[src/design/lsc_consts.svh]
`ifndef LSC_CONSTS_SVH
`define LSC_CONSTS_SVH

// Clock and timing
`define LSC_CLK_MHZ        40
`define LSC_GLITCH_NS      80
`define LSC_GLITCH_CYC     ((`LSC_GLITCH_NS * `LSC_CLK_MHZ + 999) / 1000)
// One extra sample: a pulse under the limit can still cover that many edges
`define LSC_GLITCH_SMP     (`LSC_GLITCH_CYC + 1)
`define LSC_SHDN_NS        2500000
`define LSC_SHDN_CYC       ((`LSC_SHDN_NS * `LSC_CLK_MHZ + 999) / 1000)
`define LSC_TMO_NS         64'd1200000000
`define LSC_TMO_CYC        ((`LSC_TMO_NS * `LSC_CLK_MHZ) / 1000)

// Duty measurement window of 2^12 cycles
`define LSC_WIN_W          12
`define LSC_HI_W           13
`define LSC_DUTY_W         8
`define LSC_DUTY_FULL      8'hff
`define LSC_DUTY_LSB       4

// Register byte offsets
`define LSC_ADDR_W         4
`define LSC_OFF_STATUS     4'h0
`define LSC_OFF_MASK       4'h4
`define LSC_OFF_STATE      4'h8
`define LSC_OFF_CTRL       4'hc

// Event bits of status and mask
`define LSC_EVT_W          5
`define LSC_EVT_SHDN       0
`define LSC_EVT_UV         1
`define LSC_EVT_SHORT      2
`define LSC_EVT_TMO        3
`define LSC_EVT_THERM      4

// Control bits
`define LSC_CTRL_OFF       0

// Reset values
`define LSC_MASK_RST       5'h00
`define LSC_STATUS_RST     5'h00
`define LSC_CTRL_RST       1'h0

`endif

[src/design/lsc_pkg.sv]
package lsc_pkg;
  typedef enum logic [1:0] {
    LSC_SHDN  = 2'b00,
    LSC_RAMP  = 2'b01,
    LSC_ON    = 2'b11,
    LSC_LATCH = 2'b10
  } lsc_state_e;

  typedef logic [4:0] lsc_evt_t;
endpackage

[src/design/lsc_en_if.sv]
`timescale 1ns/1ps
interface lsc_en_if;
  logic en_raw;
  logic en_clean;
  logic en_rise;

  modport filt (input en_raw, output en_clean, output en_rise);
  modport core (output en_raw, input en_clean, input en_rise);
endinterface

[src/design/lsc_deglitch.sv]
`timescale 1ns/1ps
`include "lsc_consts.svh"
module lsc_deglitch import lsc_pkg::*; (
  input  wire logic sys_clk,
  input  wire logic rst,
  lsc_en_if.filt    enf
);
  logic       s1_r;
  logic       s2_r;
  logic       clean_r;
  logic       clean_nxt;
  logic       rise_r;
  logic       rise_nxt;
  logic [3:0] run_r;
  logic [3:0] run_nxt;

  always_comb begin
    run_nxt   = 4'h0;
    clean_nxt = clean_r;
    rise_nxt  = 1'b0;
    if (s2_r != clean_r) begin
      // Level must hold for the full sample count before it is believed
      if (run_r == 4'(`LSC_GLITCH_SMP - 1)) begin
        clean_nxt = s2_r;
        rise_nxt  = s2_r;
      end else begin
        run_nxt = run_r + 4'h1;
      end
    end
  end

  always_ff @(posedge sys_clk or posedge rst) begin
    if (rst) begin
      s1_r    <= 1'b0;
      s2_r    <= 1'b0;
      clean_r <= 1'b0;
      rise_r  <= 1'b0;
      run_r   <= 4'h0;
    end else begin
      s1_r    <= enf.en_raw;
      s2_r    <= s1_r;
      clean_r <= clean_nxt;
      rise_r  <= rise_nxt;
      run_r   <= run_nxt;
    end
  end

  assign enf.en_clean = clean_r;
  assign enf.en_rise  = rise_r;
endmodule

[src/design/lsc_top.sv]
// Added by the designer: strobed register access and the placing of the registers.
`timescale 1ns/1ps
`include "lsc_consts.svh"
module lsc_top import lsc_pkg::*; #(
  parameter int unsigned SHDN_CYC = `LSC_SHDN_CYC,
  parameter int unsigned TMO_CYC  = 32'(`LSC_TMO_CYC)
) (
  input  wire logic                    sys_clk,
  input  wire logic                    rst,
  input  wire logic                    en_pin,
  input  wire logic                    flash_sel_pin,
  input  wire logic                    uv_flag,
  input  wire logic                    short_flag,
  input  wire logic                    ot_flag,
  input  wire logic [`LSC_ADDR_W-1:0]  reg_addr,
  input  wire logic [31:0]             reg_wdata,
  input  wire logic                    reg_wr,
  input  wire logic                    reg_rd,
  output logic      [31:0]             reg_rdata,
  output logic                         irq,
  output logic                         led_on,
  output logic                         sense_on,
  output logic      [`LSC_DUTY_W-1:0]  duty_cmd,
  output logic                         flash_mode,
  output logic                         shutdown
);
  lsc_en_if lif ();
  assign lif.en_raw = en_pin;

  lsc_deglitch u_deglitch (
    .sys_clk (sys_clk),
    .rst     (rst),
    .enf     (lif.filt)
  );

  logic en_clean;
  assign en_clean = lif.en_clean;

  // Pin and comparator synchronisers
  logic [3:0] flg_raw;
  logic [3:0] flg_s1_r;
  logic [3:0] flg_s2_r;
  assign flg_raw = {ot_flag, short_flag, uv_flag, flash_sel_pin};

  for (genvar i = 0; i < 4; i++) begin : g_sync
    always_ff @(posedge sys_clk or posedge rst) begin
      if (rst) begin
        flg_s1_r[i] <= 1'b0;
        flg_s2_r[i] <= 1'b0;
      end else begin
        flg_s1_r[i] <= flg_raw[i];
        flg_s2_r[i] <= flg_s1_r[i];
      end
    end
  end

  logic flash_s;
  logic uv_s;
  logic short_s;
  logic ot_s;
  assign flash_s = flg_s2_r[0];
  assign uv_s    = flg_s2_r[1];
  assign short_s = flg_s2_r[2];
  assign ot_s    = flg_s2_r[3];

  // Operating state
  lsc_state_e  st_r;
  lsc_state_e  st_nxt;
  logic [31:0] shdn_cnt_r;
  logic [31:0] shdn_cnt_nxt;
  logic [31:0] tmo_cnt_r;
  logic [31:0] tmo_cnt_nxt;
  logic        therm_r;
  logic        therm_nxt;
  logic        tmo_r;
  logic        tmo_nxt;
  logic        arm_r;
  logic        arm_nxt;
  logic        led_nxt;
  logic        sense_nxt;
  logic        soft_off_r;
  logic        shdn_hit;
  logic        tmo_hit;
  logic        active;
  logic        active_nxt;

  assign active   = (st_r == LSC_RAMP) || (st_r == LSC_ON);
  assign shdn_hit = (st_r != LSC_SHDN) && !en_clean && (shdn_cnt_r == SHDN_CYC);
  assign tmo_hit  = active && flash_s && (tmo_cnt_r == TMO_CYC);

  always_comb begin
    st_nxt       = st_r;
    therm_nxt    = therm_r;
    tmo_nxt      = tmo_r;
    arm_nxt      = arm_r;
    shdn_cnt_nxt = 32'h0;
    tmo_cnt_nxt  = 32'h0;
    if (!en_clean && st_r != LSC_SHDN) begin
      shdn_cnt_nxt = (shdn_cnt_r == SHDN_CYC) ? shdn_cnt_r : shdn_cnt_r + 32'h1;
    end
    // Count restarts with each flash event, torch time never counts
    if (active && flash_s && tmo_cnt_r != TMO_CYC) begin
      tmo_cnt_nxt = tmo_cnt_r + 32'h1;
    end
    unique case (st_r)
      LSC_SHDN: begin
        therm_nxt = 1'b0;
        tmo_nxt   = 1'b0;
        arm_nxt   = 1'b0;
        // Hot die holds shutdown even when enable returns
        if (en_clean && !ot_s) begin
          st_nxt = LSC_RAMP;
        end
      end
      LSC_RAMP, LSC_ON: begin
        if (st_r == LSC_RAMP) begin
          arm_nxt = 1'b1;
        end
        if (shdn_hit) begin
          st_nxt = LSC_SHDN;
        end else if (ot_s) begin
          st_nxt    = LSC_LATCH;
          therm_nxt = 1'b1;
        end else if (tmo_hit) begin
          st_nxt  = LSC_LATCH;
          tmo_nxt = 1'b1;
        end else begin
          st_nxt = LSC_ON;
        end
      end
      LSC_LATCH: begin
        if (shdn_hit) begin
          st_nxt = LSC_SHDN;
        end
      end
    endcase
    // Entry into shutdown drops latched faults at once, not a cycle later
    if (st_nxt == LSC_SHDN) begin
      therm_nxt   = 1'b0;
      tmo_nxt     = 1'b0;
      tmo_cnt_nxt = 32'h0;
      arm_nxt     = 1'b0;
    end
    active_nxt = (st_nxt == LSC_RAMP) || (st_nxt == LSC_ON);
    // Undervoltage only gates the output, state and duty are kept
    led_nxt   = active_nxt && !uv_s && !soft_off_r && !(arm_nxt && short_s);
    sense_nxt = active_nxt && !uv_s && !soft_off_r && arm_nxt && short_s;
  end

  always_ff @(posedge sys_clk or posedge rst) begin
    if (rst) begin
      st_r       <= LSC_SHDN;
      shdn_cnt_r <= 32'h0;
      tmo_cnt_r  <= 32'h0;
      therm_r    <= 1'b0;
      tmo_r      <= 1'b0;
      arm_r      <= 1'b0;
      led_on     <= 1'b0;
      sense_on   <= 1'b0;
    end else begin
      st_r       <= st_nxt;
      shdn_cnt_r <= shdn_cnt_nxt;
      tmo_cnt_r  <= tmo_cnt_nxt;
      therm_r    <= therm_nxt;
      tmo_r      <= tmo_nxt;
      arm_r      <= arm_nxt;
      led_on     <= led_nxt;
      sense_on   <= sense_nxt;
    end
  end

  assign flash_mode = flash_s;
  assign shutdown   = (st_r == LSC_SHDN);

  // Duty measurement over a fixed window
  logic [`LSC_WIN_W-1:0]  win_r;
  logic [`LSC_WIN_W-1:0]  win_nxt;
  logic [`LSC_HI_W-1:0]   hi_r;
  logic [`LSC_HI_W-1:0]   hi_nxt;
  logic [`LSC_HI_W-1:0]   hi_tot;
  logic [`LSC_DUTY_W-1:0] duty_nxt;

  always_comb begin
    win_nxt  = win_r + `LSC_WIN_W'(1);
    hi_tot   = hi_r + `LSC_HI_W'(en_clean);
    hi_nxt   = hi_tot;
    duty_nxt = duty_cmd;
    if (win_r == '1) begin
      hi_nxt = '0;
      // Continuous high gives full scale
      duty_nxt = hi_tot[`LSC_HI_W-1] ? `LSC_DUTY_FULL
                 : hi_tot[`LSC_DUTY_LSB +: `LSC_DUTY_W];
    end
  end

  always_ff @(posedge sys_clk or posedge rst) begin
    if (rst) begin
      win_r    <= '0;
      hi_r     <= '0;
      duty_cmd <= '0;
    end else begin
      win_r    <= win_nxt;
      hi_r     <= hi_nxt;
      duty_cmd <= duty_nxt;
    end
  end

  // Register file and interrupt
  logic       uv_q_r;
  logic       sense_q_r;
  lsc_evt_t   evt;
  lsc_evt_t   status_r;
  lsc_evt_t   status_nxt;
  lsc_evt_t   mask_r;
  lsc_evt_t   mask_nxt;
  logic       soft_off_nxt;
  logic [31:0] rdata_nxt;

  always_comb begin
    evt                 = '0;
    evt[`LSC_EVT_SHDN]  = (st_nxt == LSC_SHDN) && (st_r != LSC_SHDN);
    evt[`LSC_EVT_UV]    = uv_s && !uv_q_r;
    evt[`LSC_EVT_SHORT] = sense_on && !sense_q_r;
    evt[`LSC_EVT_TMO]   = tmo_nxt && !tmo_r;
    evt[`LSC_EVT_THERM] = therm_nxt && !therm_r;
    status_nxt   = status_r;
    mask_nxt     = mask_r;
    soft_off_nxt = soft_off_r;
    rdata_nxt    = 32'h0;
    if (reg_rd) begin
      unique case (reg_addr)
        `LSC_OFF_STATUS: begin
          rdata_nxt  = 32'(status_r);
          status_nxt = '0;
        end
        `LSC_OFF_MASK:  rdata_nxt = 32'(mask_r);
        `LSC_OFF_STATE: rdata_nxt = {16'h0, duty_cmd, 1'b0, arm_r, tmo_r, therm_r,
                                     uv_s, flash_s, st_r};
        `LSC_OFF_CTRL:  rdata_nxt = 32'(soft_off_r);
        default:        rdata_nxt = 32'h0;
      endcase
    end
    if (reg_wr) begin
      if (reg_addr == `LSC_OFF_MASK) begin
        mask_nxt = reg_wdata[`LSC_EVT_W-1:0];
      end
      if (reg_addr == `LSC_OFF_CTRL) begin
        soft_off_nxt = reg_wdata[`LSC_CTRL_OFF];
      end
    end
    // New events win over a clearing read
    status_nxt = status_nxt | evt;
  end

  always_ff @(posedge sys_clk or posedge rst) begin
    if (rst) begin
      uv_q_r     <= 1'b0;
      sense_q_r  <= 1'b0;
      status_r   <= `LSC_STATUS_RST;
      mask_r     <= `LSC_MASK_RST;
      soft_off_r <= `LSC_CTRL_RST;
      reg_rdata  <= 32'h0;
    end else begin
      uv_q_r     <= uv_s;
      sense_q_r  <= sense_on;
      status_r   <= status_nxt;
      mask_r     <= mask_nxt;
      soft_off_r <= soft_off_nxt;
      reg_rdata  <= rdata_nxt;
    end
  end

  assign irq = |(status_r & mask_r);
endmodule

[config.mk]
export PLATFORM = sky130hd
export DESIGN_NAME = lsc_top
export DESIGN_NICKNAME = d
export VERILOG_FILES = /design/src/design/lsc_pkg.sv /design/src/design/lsc_en_if.sv /design/src/design/lsc_deglitch.sv /design/src/design/lsc_top.sv
export VERILOG_INCLUDE_DIRS = /design/src /design/src/design
export SDC_FILE = /design/constraint.sdc
export NUM_CORES = 1
export LEC_CHECK = 0
export BUFFER_PORTS_ARGS = -buffer_cell sky130_fd_sc_hd__buf_2
export CAP_MARGIN = 0
export CORE_MARGIN = 4
export CORE_UTILIZATION = 25
export DETAILED_ROUTE_END_ITERATION = 16
export PLACE_DENSITY = 0.43
export SYNTH_ARGS = -nofsm -noshare
export SYNTH_HDL_FRONTEND = slang
export SYNTH_SLANG_ARGS = --single-unit
[constraint.sdc]
create_clock -name sys_clk -period 5.1 [get_ports sys_clk]
set_clock_uncertainty 0.15 [all_clocks]
set_input_delay 1.275 -clock sys_clk [delete_from_list [all_inputs] [get_ports sys_clk]]
set_output_delay 1.275 -clock sys_clk [all_outputs]
set_load 0.01 [all_outputs]
==> reports/qor.yml <==
drc: 0
p_per_area_mw_per_mm2: 381
vias: 4585
tightest_slew_ns: 0.916
cts_buffers: 17
dp_hpwl_mm: 9.32
yosys.area.top_type_share_pct: 54.5
rsz0062_at_grt: "no"
cts_root_buf: "clkbuf_16"
p_leak_nw: 3.37
reg2reg_from: "shdn_cnt_r[0]"
setup_violations: 0
yosys.area.top_type: "dfrtp_1"
switching_share_pct: 27.6
synth-edff-count: 0
status: "complete, no violations"
power.clock.fraction_pct: 42.4
core_mm2: 0.0263
vias_per_cell: 4.37
initial_core_util_pct: 25.7
arrival_ns: 3.31
antenna_found_initial: 0
timing.final.hold_violations: 0
clockBufferDepth: 2
min_from: "flg_s1_r[1]"
hold_ws_ns: 0.198
antenna_left: 0
grt_overflow: 0
crit_fanout: 32
fp.dieArea_mm2: 0.0297
grt_pass1_wl_mm: 24.0
grt_use_total_pct: 10.1
place_area_mm2: 0.00725
wl_mm: 14.1
dieHeight_um: 172
grt_max_degree: 83
yosysWarnings: 0
hold_buffers: 0
rows: 59
antenna_cells: 0
finalInstanceArea_mm2: 0.00784
wl_per_cell_um: 13.4
die_w_um: 172
slew_headroom_pct: 38.9
dr.pass1.iters: 4
fmax_mhz: 313
min_period_over_period_pct: 62.7
htreeDepth: 4
path_class: "reg -> reg"
synth_commonest_cells: "147 x dfrtp_1, 105 x nor2_1, 54 x xnor2_1"
netlist_instances: 657
fin_nets: 757
peakVddDrop_v: 0.000223
yosysMostFrequentCell: "dfrtp_1"
seq_power_share_pct: 44.7
synth_seq_area_share_pct: 54.5
switching_power_uw: 824
start_kind: "register"
ys.flop_type: "dfrtp_1"
ys_ff_latch: 147
avgSynthCellArea_um2: 10.3
cts_setup_buffers: 0
syn_to_final_growth_pct: 16.2
synth_area_mm2: 0.00675
maxCapViolations: 0
slew_violations: 0
synth.distinct_cells: 45
num_io_pins: 90
final_layout_size_suffix_gt1_share_pct: 13.4
ys_top_cells_by_area: "dfrtp_1 55%, xnor2_1 7.0%, nor2_1 5.8%"
gp_congestion: 0.716
cts_sinks: 147
clkLatencyLatePin_ns: 0.42
hold_class: "reg -> reg"
numPortBuffers: 45
critPathLaunch: "shdn_cnt_r[0]"
cts_tree: "yes"
p_comb_share_pct: 12.9
cp_data_required_time_ns: 5.21
path_clk_slew_ns: 0.06
first_iter_violations: 312
tns_ns: 0
r2r_setup_slack_ns: 1.90
grt_pass1_vias: 4473
p_int_mw: 2.17
cts_resized: 0
postSynth.asyncResetShare_pct: 100
min_period_ns: 3.20
critPathCaptureType: "register"
==> worst paths after layout <==
kind	to	cells past startpoint
worst min register to register	uv_s	0
worst max-delay path	tmo_cnt_r[21]	7
worst min-delay path	uv_s	0
max in group asynchronous	shdn_cnt_r[16]	3
min in group asynchronous	win_r[6]	2
worst max register to register	tmo_cnt_r[21]	7
==> cell type report <==
| type | instances | area (µm²) |
|---|---|---|
| Inverter | 28 | 109 |
| Sequential cell | 147 | 3680 |
| Fill cell | 2729 | 18400 |
| Multi-Input combinational cell | 460 | 2780 |
| Clock buffer | 18 | 429 |
| Clock inverter | 13 | 161 |
| Timing Repair Buffer | 49 | 268 |
| Tap cell | 335 | 419 |
==> per-layer routing <==
metal  global-route usage [%]  vias to the layer above  wire (µm)
li1                         -                     2280          -
met1                     14.5                     2221       7180
met2                     14.8                       76       6210
met3                     3.25                        8        541
met4                     2.46                        0        121
met5                        0                        -          0
==> kinds of logic (layout without fill, tap and decap cells) <==
group | after synthesis | after routing | synth area share (%)
other cells | 1 | 17 | 0.0556
flops | 147 | 147 | 54.5
compound gates | 48 | 48 | 4.47
mux | 15 | 15 | 2.58
xor+xnor | 74 | 74 | 9.61
buf+inv | 66 | 108 | 5.19
simple gates | 297 | 297 | 21.9
fa+ha+maj | 9 | 9 | 1.67
==> through the flow <==
step	utilization (%)	power, mW	std cells	worst slack, ns
2_1_floorplan	-	1.64	673	1.83
3_3_place_gp	27.6	1.75	1019	1.88
3_5_place_dp	27.6	1.75	1019	1.85
4_1_cts	29.8	3.04	1050	1.85
5_1_grt	29.8	3.16	1050	1.58
6_report	29.8	2.99	1050	1.90
==> cells in the final DEF (no fill, tap or decap), types with 9 or more instances in the layout <==
cell	n
a21oi_1	25
and2_1	10
and3_1	10
buf_2	45
clkbuf_16	17
conb_1	17
dfrtp_1	147
ha_1	9
inv_1	27
mux2_2	9
nand2_1	35
nand3_1	36
nand4_1	18
nor2_1	105
nor2b_1	9
nor3_1	25
nor4_1	11
o21ai_0	11
or3_1	12
xnor2_1	54
xor2_1	20
==> power groups by stage <==
| stage | clock [mW] | sequential, mW | combinational, mW |
|---|---|---|---|
| floorplan | 0 | 1.33 | 0.315 |
| global placement | 0 | 1.36 | 0.395 |
| detailed placement | 0 | 1.36 | 0.393 |
| CTS | 1.31 | 1.34 | 0.394 |
| global route | 1.37 | 1.35 | 0.442 |
| finish | 1.27 | 1.34 | 0.384 |
==> state kept, by name, indices dropped and copies added, names as in the netlist, 2 cells and up <==
| signal | flops |
|---|---|
| shdn_cnt_r | 32 |
| tmo_cnt_r | 32 |
| reg_rdata | 15 |
| hi_r | 13 |
| win_r | 12 |
| duty_cmd | 8 |
| mask_r | 5 |
| status_r | 5 |
| flg_s1_r | 4 |
| u_deglitch.run_r | 4 |
| st_r | 2 |
==> worst max-delay path: stages, from the launching register on <==
cell	delay, ns
dfrtp_1	0.42
inv_1	0.07
ha_1	0.15
nor4b_1	0.42
nand4_1	0.17
or4_1	0.69
o2111ai_4	0.83
nor2_1	0.12
Power figures use the tool's default switching activity.
